### src/synth_regs.vh
`ifndef SYNTH_REGS_VH
`define SYNTH_REGS_VH
`define ADDR_CHANNEL_DATA    8'hB2
`define ADDR_CHANNEL_CONTROL 8'hB3
`define ADDR_CHANNEL_STATUS  8'hB4
`define FB_WIDTH             20
`define REF_WIDTH            13
`define CTRL_ENABLE_0        0
`define CTRL_SET_SEL_0       1
`define CTRL_TOL4_0          2
`define CTRL_GAIN_0          3
`define CTRL_SWAP_0          4
`define CTRL_ENABLE_1        8
`define CTRL_SET_SEL_1       9
`define CTRL_TOL4_1          10
`define CTRL_GAIN_1          11
`define CTRL_SWAP_1          12
`define CTRL_REF_SRC         15
`define STAT_LOCK_0          0
`define STAT_LOCK_1          1
`define STAT_UNLOCK_EV_0     2
`define STAT_UNLOCK_EV_1     3
`define CTRL_RESET           16'h0000
`define DATA_SEL_FB_LO       2'h0
`define DATA_SEL_FB_HI       2'h1
`define DATA_SEL_REF         2'h2
`define DATA_SEL_COMMIT      2'h3
`endif

### src/synth_channel.v
`timescale 1ns/100ps
`include "synth_regs.vh"
module synth_channel
(
	input  wire                   sys_clk,
	input  wire                   arst_n,
	input  wire                   enable,
	input  wire                   ref_tick,
	input  wire                   vco_tick,
	input  wire                   tol4,
	input  wire                   gain_high,
	input  wire [`FB_WIDTH-1:0]   fb_value,
	input  wire [`REF_WIDTH-1:0]  ref_value,
	output reg                    pump_up,
	output reg                    pump_dn,
	output reg                    pump_oe_n,
	output reg                    pump_gain,
	output reg                    locked
);
	reg [`FB_WIDTH-1:0]  fb_cnt;
	reg [`REF_WIDTH-1:0] ref_cnt;
	reg                  fb_pulse;
	reg                  ref_pulse;
	reg [2:0]            lock_hist;
	reg [2:0]            err_cnt;
	wire [2:0]           tol = tol4 ? 3'h4 : 3'h1;
	wire [1:0]           votes = {1'b0, lock_hist[0]} + {1'b0, lock_hist[1]}
		+ {1'b0, lock_hist[2]};
	always @(posedge sys_clk or negedge arst_n)
	begin
		if (!arst_n)
		begin
			fb_cnt <= {`FB_WIDTH{1'b0}};
			ref_cnt <= {`REF_WIDTH{1'b0}};
			fb_pulse <= 1'b0;
			ref_pulse <= 1'b0;
			pump_up <= 1'b0;
			pump_dn <= 1'b0;
			pump_oe_n <= 1'b1;
			pump_gain <= 1'b0;
			lock_hist <= 3'h0;
			err_cnt <= 3'h0;
			locked <= 1'b0;
		end
		else if (!enable)
		begin
			fb_cnt <= {`FB_WIDTH{1'b0}}; // RULE16
			ref_cnt <= {`REF_WIDTH{1'b0}};
			fb_pulse <= 1'b0;
			ref_pulse <= 1'b0;
			pump_up <= 1'b0;
			pump_dn <= 1'b0;
			pump_oe_n <= 1'b1;
			lock_hist <= 3'h0;
			err_cnt <= 3'h0;
			locked <= 1'b0; // RULE16
			pump_gain <= gain_high;
		end
		else
		begin
			pump_gain <= gain_high; // RULE8
			fb_pulse <= 1'b0;
			ref_pulse <= 1'b0;
			if (vco_tick)
			begin
				if (fb_cnt <= 20'h00001)
				begin
					fb_cnt <= fb_value; // RULE15
					fb_pulse <= 1'b1; // RULE5
				end
				else
					fb_cnt <= fb_cnt - 20'h00001; // RULE2
			end
			if (ref_tick)
			begin
				if (ref_cnt <= 13'h0001)
				begin
					ref_cnt <= ref_value; // RULE15
					ref_pulse <= 1'b1; // RULE5
				end
				else
					ref_cnt <= ref_cnt - 13'h0001; // RULE2
			end
			// Phase-frequency detector: each edge sets its flag, both together reset
			if ((pump_up | ref_pulse) & (pump_dn | fb_pulse))
			begin
				pump_up <= 1'b0; // RULE9
				pump_dn <= 1'b0;
				// Phase error measured in undivided reference ticks
				lock_hist <= {lock_hist[1:0], (err_cnt <= tol)}; // RULE10 RULE11
				err_cnt <= 3'h0;
			end
			else
			begin
				pump_up <= pump_up | ref_pulse;
				pump_dn <= pump_dn | fb_pulse;
				if ((pump_up | pump_dn) && ref_tick && err_cnt != 3'h7)
					err_cnt <= err_cnt + 3'h1; // RULE10
			end
			// Drive only while correcting; otherwise high impedance
			pump_oe_n <= ~((pump_up | ref_pulse) ^ (pump_dn | fb_pulse)); // RULE9
			locked <= votes[1]; // RULE11
		end
	end
endmodule

### src/synth_divider_lock.v
`timescale 1ns/100ps
`include "synth_regs.vh"
// Operation
// RULE1: One shared reference, crystal or ref pin
// RULE2: Feedback counter 20 bits, reference 13 bits
// RULE3: Two host-writable divide sets per channel
// RULE4: Control bit picks active set per channel
// RULE5: Dividers bring both inputs to comparison rate
// RULE6: Four data writes make one divider setup
// RULE7: Host rewrites only inactive or idle sets
// RULE8: Gain bit 3 and 11 select pump level
// RULE9: Phase-frequency comparator drives tristate pump
// RULE10: Lock tolerance one or four reference cycles
// RULE11: Majority of last three lock measurements
// RULE12: Lock bits readable, masked onto interrupt
// RULE13: Locked to unlocked transition raises interrupt
// RULE14: One command swaps active divide set
// RULE15: Dividers reload at terminal count, pulse
// RULE16: Disabled channel idle, reports not locked
module synth_divider_lock
(
	input  wire        sys_clk,
	input  wire        arst_n,
	input  wire        xtal_ref_tick,
	input  wire        synth_ref_clock_input,
	input  wire [1:0]  vco_tick,
	input  wire        wr_en,
	input  wire        rd_en,
	input  wire [7:0]  addr,
	input  wire [15:0] wdata,
	input  wire [1:0]  lock_irq_mask,
	output reg  [7:0]  rdata,
	output reg         irq_n,
	output reg  [1:0]  pump_up,
	output reg  [1:0]  pump_dn,
	output reg  [1:0]  pump_oe_n,
	output reg  [1:0]  pump_gain_high
);
	reg  [15:0]          control;
	reg  [15:0]          data_stage [0:2];
	reg  [`FB_WIDTH-1:0] fb_set  [0:3];
	reg  [`REF_WIDTH-1:0] ref_set [0:3];
	reg  [1:0]           unlock_ev;
	reg  [1:0]           lock_prev;
	reg                  ref_tick;
	wire [1:0]           ch_up;
	wire [1:0]           ch_dn;
	wire [1:0]           ch_oe_n;
	wire [1:0]           ch_gain;
	wire [1:0]           ch_lock;
	wire [1:0]           ch_en;
	wire [1:0]           ch_sel;
	wire [1:0]           ch_tol;
	wire [1:0]           ch_gsel;
	wire                 ctrl_wr = wr_en && addr == `ADDR_CHANNEL_CONTROL;
	wire                 data_wr = wr_en && addr == `ADDR_CHANNEL_DATA;
	wire                 stat_rd = rd_en && addr == `ADDR_CHANNEL_STATUS;
	// Data word: [15:14] part, [13] channel, [12] set, [11:0] payload
	wire [1:0]           d_part = wdata[15:14];
	wire [1:0]           d_idx  = {wdata[13], wdata[12]};
	wire [1:0]           next_unlock_ev;
	integer              i;

	assign ch_en   = {control[`CTRL_ENABLE_1], control[`CTRL_ENABLE_0]};
	assign ch_sel  = {control[`CTRL_SET_SEL_1], control[`CTRL_SET_SEL_0]};
	assign ch_tol  = {control[`CTRL_TOL4_1], control[`CTRL_TOL4_0]};
	assign ch_gsel = {control[`CTRL_GAIN_1], control[`CTRL_GAIN_0]};
	// Set wins over a read-clear in the same cycle
	assign next_unlock_ev = (stat_rd ? 2'h0 : unlock_ev) | (lock_prev & ~ch_lock); // RULE13

	always @(posedge sys_clk or negedge arst_n)
	begin
		if (!arst_n)
		begin
			control <= `CTRL_RESET;
			for (i = 0; i < 3; i = i + 1)
				data_stage[i] <= 16'h0000;
			for (i = 0; i < 4; i = i + 1)
			begin
				fb_set[i] <= {`FB_WIDTH{1'b0}};
				ref_set[i] <= {`REF_WIDTH{1'b0}};
			end
			unlock_ev <= 2'h0;
			lock_prev <= 2'h0;
			ref_tick <= 1'b0;
			rdata <= 8'h00;
			irq_n <= 1'b1;
			pump_up <= 2'h0;
			pump_dn <= 2'h0;
			pump_oe_n <= 2'h3;
			pump_gain_high <= 2'h0;
		end
		else
		begin
			ref_tick <= control[`CTRL_REF_SRC] ? synth_ref_clock_input : xtal_ref_tick; // RULE1
			if (ctrl_wr)
			begin
				control <= wdata;
				// Swap bits toggle the active set without a read-modify-write
				control[`CTRL_SET_SEL_0] <= wdata[`CTRL_SWAP_0] ?
					~control[`CTRL_SET_SEL_0] : wdata[`CTRL_SET_SEL_0]; // RULE4 RULE14
				control[`CTRL_SET_SEL_1] <= wdata[`CTRL_SWAP_1] ?
					~control[`CTRL_SET_SEL_1] : wdata[`CTRL_SET_SEL_1]; // RULE14
				control[`CTRL_SWAP_0] <= 1'b0;
				control[`CTRL_SWAP_1] <= 1'b0;
			end
			// No interlock: host must only update an idle or inactive set
			if (data_wr)
			begin
				if (d_part == `DATA_SEL_COMMIT)
				begin
					fb_set[d_idx] <= {data_stage[1][7:0], data_stage[0][11:0]}; // RULE6 RULE3
					ref_set[d_idx] <= {data_stage[2][0], wdata[11:0]}; // RULE6
				end
				else
					data_stage[d_part] <= wdata; // RULE6
			end
			lock_prev <= ch_lock;
			unlock_ev <= next_unlock_ev;
			if (stat_rd)
				rdata <= {4'h0, unlock_ev, ch_lock}; // RULE12
			irq_n <= ~|((ch_lock | next_unlock_ev) & lock_irq_mask); // RULE12 RULE13
			pump_up <= ch_up;
			pump_dn <= ch_dn;
			pump_oe_n <= ch_oe_n;
			pump_gain_high <= ch_gain;
		end
	end

	genvar g;
	generate
		for (g = 0; g < 2; g = g + 1)
		begin : chan
			synth_channel u_ch
			(
				.sys_clk   (sys_clk),
				.arst_n    (arst_n),
				.enable    (ch_en[g]),
				.ref_tick  (ref_tick),
				.vco_tick  (vco_tick[g]),
				.tol4      (ch_tol[g]),
				.gain_high (ch_gsel[g]),
				.fb_value  (fb_set[2 * g + ch_sel[g]]), // RULE4
				.ref_value (ref_set[2 * g + ch_sel[g]]),
				.pump_up   (ch_up[g]),
				.pump_dn   (ch_dn[g]),
				.pump_oe_n (ch_oe_n[g]),
				.pump_gain (ch_gain[g]),
				.locked    (ch_lock[g])
			);
		end
	endgenerate
endmodule

### config.mk
export PLATFORM = sky130hd
export DESIGN_NAME = synth_divider_lock
export DESIGN_NICKNAME = d
export VERILOG_FILES = /design/src/synth_channel.v /design/src/synth_divider_lock.v
export VERILOG_INCLUDE_DIRS = /design/src
export SDC_FILE = /design/constraint.sdc
export NUM_CORES = 1
export LEC_CHECK = 0
export BUFFER_PORTS_ARGS = -buffer_cell sky130_fd_sc_hd__buf_2
export CAP_MARGIN = 20
export CORE_ASPECT_RATIO = 1.2
export CORE_MARGIN = 3
export CORE_UTILIZATION = 62
export DETAILED_ROUTE_END_ITERATION = 10
export PLACE_DENSITY = 0.83
export RECOVER_POWER = 25
export SYNTH_ARGS = -nofsm -noshare
export SYNTH_HDL_FRONTEND = slang
export SYNTH_SLANG_ARGS = --single-unit
### constraint.sdc
create_clock -name sys_clk -period 3.1 [get_ports sys_clk]
set_clock_uncertainty 0.15 [all_clocks]
set_input_delay 0.62 -clock sys_clk [delete_from_list [all_inputs] [get_ports sys_clk]]
set_output_delay 0.62 -clock sys_clk [all_outputs]
set_load 0.05 [all_outputs]
==> summary by stage, run 1 <==
Status
The flow ran to the end, but the final reports show violations. The final reports fail on capacitance limit, slew limit.

STA
The clock period minus worst slack is roughly 2.8 ns. Setup repair after global routing left no endpoint under its margin. The period utilization is approximately 90%.

Setup violations remaining at the end of the flow were counted as 0. The actual slew at the worst max-slew pin is ~2 ns. For this run, the top clock speed supported by timing is 359.8 MHz.

Summed over all failing endpoints, the final setup total negative slack is 0 ns. The final count of pins violating max slew is slightly above 80. The final hold violation count was 0. The worst max-slew margin expressed relative to the limit is -32.67%.

Yosys
Of all flip-flops after synthesis, the portion carrying an async set or reset was 100.0%. The flip-flop and latch count after synthesis is roughly 270. In the synthesized netlist the dominant register cell turns out to be dfrtp_1. Sorting the synthesized cells by area gives the leading types as dfrtp_1 51%, mux2_2 16%, mux2i_1 5.5%, a32o_1 2.6%, ha_1 2.3%.

The average cell area after synthesis is 11.98 um2. For this run, the number of Yosys warnings is 0. After synthesis, the largest area contributor takes up roughly 51% of total cell area. The number of cells produced by synthesis is about 1.1k. The area of the mapped netlist is about 13000 um2. The portion of the post-synthesis area used by sequential elements is between 50% and 60%. Counting flops with a built-in enable in the synthesized netlist gives 0. The largest area contributor in the synthesized netlist is dfrtp_1.

The number of different library cells used by synthesis comes to 67.

Job
The number of max-cap violations is 1.

Clocking
The clock buffer count from CTS is 27. Counting along the longest clock path gives a buffer depth of 3. The number of sinks on the clock net is 272. The clock reaches the later pin of the worst-skew pair after approximately 0.52 ns. TritonCTS built the clock tree. The library cell used as clock root buffer is clkbuf_16.

The number of setup buffers added after CTS is 0. Clock-pin slew was measured on the worst setup and hold paths at 0.06 ns. The post-cts repair resize count is 0.

In this run the number of H-tree levels came out at 1.

Critical path
The category of the worst setup path launch point is a flip-flop. For the worst setup path, the data arrival time is between 3 and 4 ns. Data on the critical path is required at its endpoint by between 3 and 4 ns. The category of the worst setup path capture point is a flip-flop. The startpoint identified for the worst register-to-register timing path is chan[0].u_ch.ref_cnt[5]. In this run the worst setup path terminates at chan[0].u_ch.ref_cnt[11]. The category of the critical setup timing path is reg2reg.

The startpoint of the worst setup timing path is chan[0].u_ch.ref_cnt[5]. The worst register-to-register path ends at chan[0].u_ch.ref_cnt[11]. The maximum fanout encountered on the critical timing path is 13. The depth of the most critical reg-to-reg path is 6. In this run the register-to-register setup slack is approximately 0.32 ns.

Layout
The ratio of cells with drive above 1 in the final layout is around 29%. Relative to the synthesized area, the layout overhead comes to 11.79%. The area of all sequential standard cells is a little under 7000 um2. The number of antenna diodes is 0.

For this run, the post-layout net count is roughly 1.2k. The number of fill cells is 1404. The multi-input gate area in the final layout is 5894 um2.

Power and ir drop
Summed over all cells, the static leakage comes to a little over 7 nW. The worst voltage drop across the vdd grid is approximately 0.00051 V. Dividing total power by cell area gives a power density of a little over 500 nW/um2.

The total power is 7.538 mW.

Global routing
Summed over all layers, the global routing overflow is 0. Entering global routing, the biggest net connects 85 pins. The via count of the first global-routing pass is between 9k and 10k. The initial antenna violation count was 2. The global-route wire length before repair is roughly 49000 um. The overall routing resource usage is roughly a quarter.

Worst hold path
In this run the most critical hold path is launched from lock_irq_mask[0]. The path class of the lowest-slack min-delay path is in2reg.

Die
The number of I/O pins is 51. The die covers around 23000 um2. The effective utilization at floorplan is 63.97%.

The die is between 150 and 200 um tall. In this run the standard cell core region covers 20540 um2. The standard-cell row count is 57. The die is around 140 um wide.

Placed design
The post-DP HPWL is about 20000 um. Routability-driven placement finished with a final weighted congestion of 0.9117. The count of input and output buffers is 46.

Detailed routing
In this run, the number of DRC markers left after iteration 0 of detailed routing was 584. The routed length per placed instance is just over 20 um. After detailed routing, the number of remaining DRC violations is 0. The via density per instance is about 6.4. The first detailed-routing pass took 6 iterations. The via count is around 9.2k. The final layout contains routed wiring with a total length of roughly 30000 um. The count of nets left with antenna violations once routing finished came out at 0.
cell families (layout without fill, tap and decap cells):
logic type	count (synthesis)	after routing	share of synthesized area (%)
other	1	4	0.02854
AO/OA/AOI/OAI	189	189	10.70
adder cells (fa/ha/maj)	24	24	2.285
XOR/XNOR	3	3	0.2000
buffers and inverters	104	175	3.456
flip-flops	272	272	51.85
AND/OR/NAND/NOR	245	245	9.969
multiplexers	259	259	21.51
power breakdown:
group	leakage (nW)	total [mW]	switching (mW)	internal [mW]
clock	0.436	3.26	1.33	1.93
combinational	2.91	0.665	0.428	0.237
sequential	3.77	3.61	0.0315	3.58
total	7.12	7.54	1.79	5.75
flip-flops by register name, summed over array words and instances (netlist names), 4 cells and up:
name	cells
ref_set	52
control	9
rdata	4
chan.u_ch.lock_hist	6
chan.u_ch.ref_cnt	26
data_stage	21
chan.u_ch.err_cnt	6
fb_set	80
chan.u_ch.fb_cnt	40
how the worst min path moves through the flow:
stage          slack (ns)                       to  cells past startpoint
2_1_floorplan        0.17  chan[0].u_ch.err_cnt[0]                      0
3_3_place_gp         0.18        pump_gain_high[0]                      0
3_5_place_dp         0.19        pump_gain_high[1]                      0
4_1_cts              0.07                    irq_n                      2
5_1_grt              0.09                    irq_n                      2
6_report              0.1                    irq_n                      2
worst max-delay path: stages (launching register included):
cell     delay (ns)
dfrtp_1        0.44
or4_4          0.57
or3b_4         0.42
nor4_4         0.28
buf_4          0.25
mux2_1         0.34
a32o_1         0.21
stage by stage:
step	std cells	worst slack [ns]	hold slack [ns]	utilization (%)	cell area (um2)
6_report	1436	0.3210	0.09523	71.52	14690
3_3_place_gp	1387	0.3231	0.1822	67.28	13820
4_1_cts	1436	0.3332	0.06998	71.63	14710
2_1_floorplan	1100	0.4391	0.1744	-	13150
3_5_place_dp	1387	0.2734	0.1949	67.28	13820
5_1_grt	1436	0.1611	0.08954	71.52	14690
layer usage:
layer | part of all wire, % | vias up | wire length, um | track usage [%]
met5 | 0.040 | - | 12 | 0
met3 | 6.2 | 73 | 1838 | 4.263
li1 | - | 4171 | - | -
met2 | 50 | 321 | 14740 | 45.23
met4 | 3.2 | 2 | 941 | 8.674
met1 | 41 | 4658 | 12120 | 34.25
cell usage after synthesis (all sizes together) (24+ instances only):
cell / instances
nor2: 65
clkbuf: 43
mux2: 187
dfrtp: 267
a32o: 34
nor3: 31
inv: 36
mux2i: 72
buf: 25
o21ai: 50
nand2: 39
ha: 24
cells in the final DEF (no fill, tap or decap), types with 8 or more instances in the layout:
| cell type | instances |
|---|---|
| inv_1 | 36 |
| nand2_1 | 39 |
| nor2_1 | 63 |
| or3_1 | 10 |
| clkbuf_1 | 10 |
| dfrtp_1 | 267 |
| nor3_1 | 30 |
| a21oi_1 | 19 |
| mux2i_1 | 72 |
| or4_1 | 9 |
| clkbuf_16 | 27 |
| buf_4 | 34 |
| o21ai_1 | 9 |
| ha_1 | 24 |
| o21ai_0 | 39 |
| a211oi_1 | 12 |
| o31ai_1 | 10 |
| nand2b_1 | 14 |
| a32o_1 | 34 |
| nand3_1 | 19 |
| nand4_1 | 8 |
| mux2_2 | 185 |
| a22o_1 | 8 |
| buf_2 | 46 |
| nor4_1 | 12 |
timing repair:
item | 4_1_cts | 5_1_grt
setup endpoints to repair | 0 | 0
hold buffers | 1 | 0
hold endpoints to repair | 74 | 0
layout make-up:
class	count	share of cell area, %
clock inverter	6	0.5451
inverter	36	0.9199
clock buffer	42	5.460
tap	265	2.257
multi-input combinational	724	40.13
sequential	272	46.38
timing repair buffer	91	4.310
No activity file was read; power rests on OpenSTA's default activity.
==> run 2, diff against run 1 <==
Settings changed: CORE_UTILIZATION 62 to 56, PLACE_DENSITY 0.83 to 0.79.
Clock period 3.1 ns to 2.3 ns, I/O delays scaled along.
==> run 2 against run 1 <==
Against the previous run:
- the flow finishes with violations (capacitance limit, slew limit, setup timing)
- sequential cell count did not move
- utilization fell by 2.4 points
- hold slack got worse by 0.068 ns
- power rose by 38%
- setup slack got worse by 0.51 ns
- critical endpoint is now chan[0].u_ch.ref_cnt[4]
- largest power group unchanged
==> summary by stage, run 2 (synthesis results as in run 1) <==
Die
The effective utilization at floorplan is 57.77%. The total area inside the core boundary comes to roughly 23000 um2. The floorplan step defined a die boundary enclosing 25350 um2. The width of the die is roughly 150 um. Measured along the y axis, the die boundary spans 173.8 um. The number of I/O pins is 51. The initialized floorplan defines 60 standard-cell rows.

Layout
The register name with the most flops is fb_set. The register with the most flip-flops in the layout has 80 of them. The ratio of cells with drive above 1 in the final layout is 37.15%. The final cell area excluding filler cells is 15720 um2. The filler cells instantiated in the layout total 1524. The top cell types in the final layout, fill and taps aside, are 266 x dfrtp_1, 184 x mux2_2, 95 x buf_4. The library cell used most frequently in the layout, excluding fill and tap cells, is dfrtp_1.

The area of all sequential standard cells is just under 7000 um2. After the flow finishes, the layout carries non-filler instances totaling 1560. The area overhead of the layout relative to synthesis is 19.63%.

Summing all multi-input logic gate instances after layout gives approximately 6100 um2. At the end of the flow the core is filled with cells to between 60% and 70%. The largest registers in the layout are fb_set x80, ref_set x52, chan.u_ch.fb_cnt x40.

The final layout contains between 1k and 1.5k nets.

STA
The final count of pins violating max slew is 59. The final hold violation count is 0. The final setup violation count is 19. Once routing completed, OpenROAD measured the worst setup slack at -0.1865 ns. The clock period minus worst slack is roughly 2.5 ns. The worst path uses 108.1% of the clock period.

Setup repair after global routing could not meet its margin everywhere. The worst max-slew margin expressed relative to the limit is -9.755%. The actual slew at the worst max-slew pin is 1.646 ns. For this run, the top clock speed supported by timing is just over 400 MHz.

Critical path
The number of buffers and inverters on the critical path is 1. The category of the worst setup path launch point is a flip-flop. For the worst setup path, the data required time is approximately 2.6 ns.

The maximum fanout encountered on the critical timing path is 5. The category of the critical setup timing path is reg2reg. In this run the critical register-to-register path is captured at chan[0].u_ch.ref_cnt[4].

The kind of cell with the highest combined delay on the critical path is simple AND/OR/NAND/NOR gates. The startpoint of the worst register-to-register path is chan[0].u_ch.ref_cnt[7]. In this run the worst setup path terminates at chan[0].u_ch.ref_cnt[4]. The critical path crosses 6 cells after its start point. The depth of the most critical reg-to-reg path is 6. Among all stages on the critical path, the largest delay is contributed by or4_4. In this run the worst setup path begins at chan[0].u_ch.ref_cnt[7]. Across all register-to-register paths, the minimum setup slack is -0.19 ns. Traced cell by cell, the critical path runs through or4_4 -> or3b_4 -> nor4_4 -> buf_4 -> mux2_2 -> a32o_1. The category of the worst setup path capture point is a flip-flop. The arrival time reported for the critical path endpoint is between 2 and 3 ns. On the worst path, the slowest cell contributes a delay of roughly 0.54 ns.

Placed design
The post-DP HPWL is roughly 21000 um. The placed instance area is 14430 um2. In this run the tool buffered the top-level ports with 46 buffer cells. The number of cells after detailed placement is 1491.

The routability congestion estimate is 0.9496.

Job
The tool flagged a number of max-cap violations equal to 1.

Global routing
The via count of the first global-routing pass is around 9.6k. The pin count of the biggest net entering global routing is 63. Global routing used 24.07% of the available tracks. The total overflow left after global routing is 0. The global-route wire length before repair is roughly 50000 um. The initial antenna violation count is 1.

Clocking
The CTS tree is built. The clock buffer count from CTS is 27. After clock tree synthesis, the clock-pin slew on the worst setup and hold paths is roughly 0.060 ns. The tree is rooted in a clkbuf_16. CTS built an H-tree with a depth of 1. The number of buffers between clock root and the deepest sink is 3. The number of sinks on the clock net is approximately 270. The clock network latency to the later pin of the worst-skew pair is roughly 0.53 ns.

Power and ir drop
The power per cell area is 663.7 nW/um2. In this run the static leakage power is 7.653 nW. The worst voltage drop across the vdd grid is approximately 0.00063 V. The total power is roughly 10 mW.

Detailed routing
The detailed-router iteration count before antenna repair is 7. The initial DRC count is between 600 and 700. The remaining number of nets flagged by the antenna check after routing is 0. After detailed routing, the average wire length per cell comes to about 20 um. The final routed DRC violation total is 0. The via count is approximately 9.5k. The via density per instance is approximately 6.

The final wirelength is ~32000 um.

Status
The final reports fail on capacitance limit, slew limit, setup timing. The run finished, with violations left.

Worst hold path
The path class of the lowest-slack min-delay path is in2reg.
==> run 2: what timing repair did <==
action,in CTS,in global routing
buffers inserted,2,11
gates cloned,0,3
endpoints found under the hold margin,57,0
hold buffers,3,0
gates resized for setup,8,54
pin swaps,3,21
endpoints found under the setup margin,40,42
==> run 2: report_power, final <==
part | total [mW] | internal, mW | switching (mW) | leakage, nW
clock | 4.39 | 2.57 | 1.82 | 0.443
combinational | 1.17 | 0.512 | 0.655 | 3.45
sequential | 4.87 | 4.83 | 0.0466 | 3.77
==> run 2: how the worst min path moves through the flow <==
stage | to | depth (start not counted) | slack, ns | startpoint
after floorplan | chan[0].u_ch.err_cnt[0] | 0 | 0.01 | arst_n
after global placement | pump_gain_high[1] | 0 | 0.19 | chan[1].u_ch.pump_gain
after detailed placement | pump_gain_high[1] | 0 | 0.19 | chan[1].u_ch.pump_gain
after CTS | ref_tick | 2 | 0.02 | synth_ref_clock_input
after global routing | ref_tick | 2 | 0.03 | xtal_ref_tick
final | ref_tick | 2 | 0.03 | synth_ref_clock_input
==> run 2: metal layers <==
metal  up-vias  routed length [um]  track usage (%)
met2       318               16150            41.92
met3        89                1520            2.720
li1       4323                   -                -
met5         -                   0                0
met1      4818               12860            31.65
met4         0                1075            7.799
==> run 2: metrics by stage <==
step                TNS [ns]  setup slack [ns]  hold slack (ns)
floorplan             -5.056           -0.2430          0.01441
global placement      -33.62           -0.2932           0.1852
detailed placement    -37.52           -0.3270           0.1935
CTS                   -1.270           -0.1758          0.01686
global route          -16.16           -0.2575          0.02600
finish                -1.680           -0.1865          0.02741
==> run 2: area by class of cell <==
type	instances	area share, %
Sequential cell	272	43.35
Multi-Input combinational cell	724	39.05
Timing Repair Buffer	168	8.636
Clock buffer	39	4.967
Tap cell	310	2.467
Inverter	36	0.8596
Clock inverter	10	0.6606
Antenna cell	1	0.01592
==> run 3, diff against run 2 <==
Settings changed: CORE_MARGIN 3 to 5.
==> run 3 against run 2 <==
Against the previous run:
- the flow finishes with violations (setup timing)
- critical path type unchanged
- first-iteration DRC count is 7.4% higher
- highest routed layer unchanged
- hold slack got worse by 0.0056 ns
- largest power group unchanged
- fmax increased by 0.91%
- largest cell class unchanged
==> summary by stage, run 3 (synthesis results as in run 1) <==
Status
The flow ran to the end, but the final reports show violations. The checks that failed: setup timing.

Critical path
Along the worst path, the maximum fanout reaches 5. The setup check on the worst reg-to-reg path leaves a slack of -0.16 ns. The category of the worst setup path capture point is a flip-flop.

The arrival time reported for the critical path endpoint is between 2 and 3 ns. The startpoint of the worst setup timing path is chan[0].u_ch.ref_cnt[7]. The worst setup path is launched from a flip-flop. The required time reported for the critical path endpoint is roughly 2.6 ns. The category of the critical setup timing path is reg2reg. The worst register-to-register path begins at chan[0].u_ch.ref_cnt[7].

Die
The die is 177.8 um tall. The width of the die is about 150 um. The standard-cell row count is between 60 and 70. The standard cell core area is around 23000 um2. The die covers around 27000 um2.

The effective utilization at floorplan is ~57%. The number of I/O pins is 51.

Global routing
The via count of the first global-routing pass is 9418. The initial antenna violation count is 0. In the global route stage, overall resource usage came out at around a quarter. The first global-routing pass estimated roughly 50000 um of wire. The pin count of the biggest net entering global routing is 61. For this run the aggregate overflow at the end of global routing stands at 0.

Detailed routing
The first TritonRoute pass finished after 5 iterations. The detailed router placed approximately 9.4k vias in this run. Wires add up to 31370 um. For this run, design rule violations remaining after detail routing come to 0. After detailed routing, the average wire length per cell comes to between 20 and 25 um.

The remaining number of nets flagged by the antenna check after routing is 0. The via density per instance is just over 6. The initial DRC count is about 700.

Layout
The post-layout utilization of the core is around 67%. The number of fill cells is between 1.5k and 2k. 0 antenna diodes ended up in the layout. The finished layout holds ~1.6k standard cells, fillers aside.

The number of flip-flops in the largest register is 80. The ratio of cells with drive above 1 in the final layout is about 36%. After routing the design area is approximately 16000 um2. The area overhead of the layout relative to synthesis is 18.45%. The largest registers in the layout are fb_set x80, ref_set x52, chan.u_ch.fb_cnt x40. Leaving out fill and tap cells, the most frequent cell in the layout is dfrtp_1.

fb_set holds more flip-flops than any other register. In the final design database the tool counted around 1.3k nets. The top cell types in the final layout, fill and taps aside, are 264 x dfrtp_1, 182 x mux2_2, 79 x buf_4.

STA
The actual slew at the worst max-slew pin is between 1 and 1.5 ns. The clock period minus worst slack is about 2.5 ns. The final hold violation count came to 0.

The highest clock rate is slightly above 400 MHz. Once routing completed, OpenROAD measured the worst setup slack at -0.1641 ns. The final setup violation count is 20.

Setup repair after global routing could not meet its margin everywhere. The final count of pins violating max slew is 0. Hold is met by 0.02180 ns. The worst max-slew margin expressed relative to the limit is between 10% and 20%. The period utilization is 107.1%. In the final timing run, aggregate negative setup slack is -1.463 ns.

Placed design
Routability-driven placement finished with a final weighted congestion of ~0.95. The pre-CTS setup slack is -0.1726 ns. The placed instance area is around 14000 um2. During placement, the flow inserted port buffers numbering 46. After detailed placement, the design holds a cell count of around 1.5k. The post-DP HPWL is 21320 um.

Power and ir drop
Internal power comes to roughly 7.7 mW. Across the VDD grid, the largest voltage drop is 0.0006793 V. The total power is slightly above 10 mW. The net switching power of the design is about 2.5 mW. Dividing total power by cell area gives a power density of approximately 650 nW/um2. Net switching is between 20% and 30% of the power. Registers are responsible for ~48% of the overall power.

The clock network is responsible for about two fifths of the overall power. For this design the static power due to leakage is about 7.5 nW. The combinational share of power is around 11%.

Clocking
Clock-pin slew was measured on the worst setup and hold paths at about 0.060 ns. The CTS tree is built. The number of buffers between clock root and the deepest sink is 3. The tree built by TritonCTS fans out to about 270 sinks. The tree is rooted in a clkbuf_16. In this run the number of H-tree levels came out at 1. The clock network latency to the later pin of the worst-skew pair is 0.52 ns. In this run, CTS created clock tree buffers numbering 27.

Worst hold path
The startpoint identified for the worst hold timing path is synth_ref_clock_input. In this run the worst hold path is classified as in2reg.

Job
The number of max-cap violations is 0.
-- run 3: per-layer routing --
layer | GRT usage (%) | up-vias | wire (um)
li1 | - | 4294 | -
met1 | 31.31 | 4731 | 13090
met2 | 39.32 | 324 | 15340
met3 | 3.321 | 81 | 1714
met4 | 8.391 | 0 | 1222
met5 | 0 | - | 0
-- run 3: final cells by class --
class / count / area (um2) / share of cell area (%)
Clock buffer: 41 / 758.2 / 4.871
Clock inverter: 7 / 65.06 / 0.4180
Inverter: 36 / 135.1 / 0.8682
Multi-Input combinational cell: 724 / 6148 / 39.50
Sequential cell: 272 / 6817 / 43.79
Tap cell: 315 / 394.1 / 2.532
Timing Repair Buffer: 155 / 1247 / 8.015
-- run 3: path summary, 6_finish.rpt --
| kind | end | cells after the start |
|---|---|---|
| max | chan[0].u_ch.ref_cnt[7] | 6 |
| min in group asynchronous | chan[0].u_ch.ref_cnt[7] | 2 |
| max in group asynchronous | control[9] | 3 |
| min reg2reg | pump_gain_high[1] | 0 |
| min | ref_tick | 2 |
| max reg2reg | chan[0].u_ch.ref_cnt[7] | 6 |
-- run 3: timing repair --
| action | in CTS | in global routing |
|---|---|---|
| resized for setup | 15 | 53 |
| setup buffers | 1 | 10 |
| hold endpoints to repair | 43 | 0 |
| hold buffers | 3 | 0 |
| cloned | 0 | 0 |
| pin swaps | 4 | 28 |
| endpoints found under the setup margin | 32 | 28 |
-- run 3: power by group through the flow --
| stage | sequential (mW) | clock, mW | combinational, mW |
|---|---|---|---|
| after floorplan | 4.96 | 0 | 0.568 |
| after global placement | 4.95 | 0 | 0.949 |
| after detailed placement | 4.96 | 0 | 0.971 |
| after CTS | 4.87 | 4.25 | 0.998 |
| after global routing | 4.87 | 4.42 | 1.18 |
| final | 4.87 | 4.18 | 1.09 |
-- run 3: worst max-delay path, stage by stage (launching register included) --
cell,delay [ns]
dfrtp_1,0.38
or4_4,0.54
or3b_4,0.41
nor4_4,0.17
buf_4,0.20
mux2_4,0.30
a32o_1,0.20
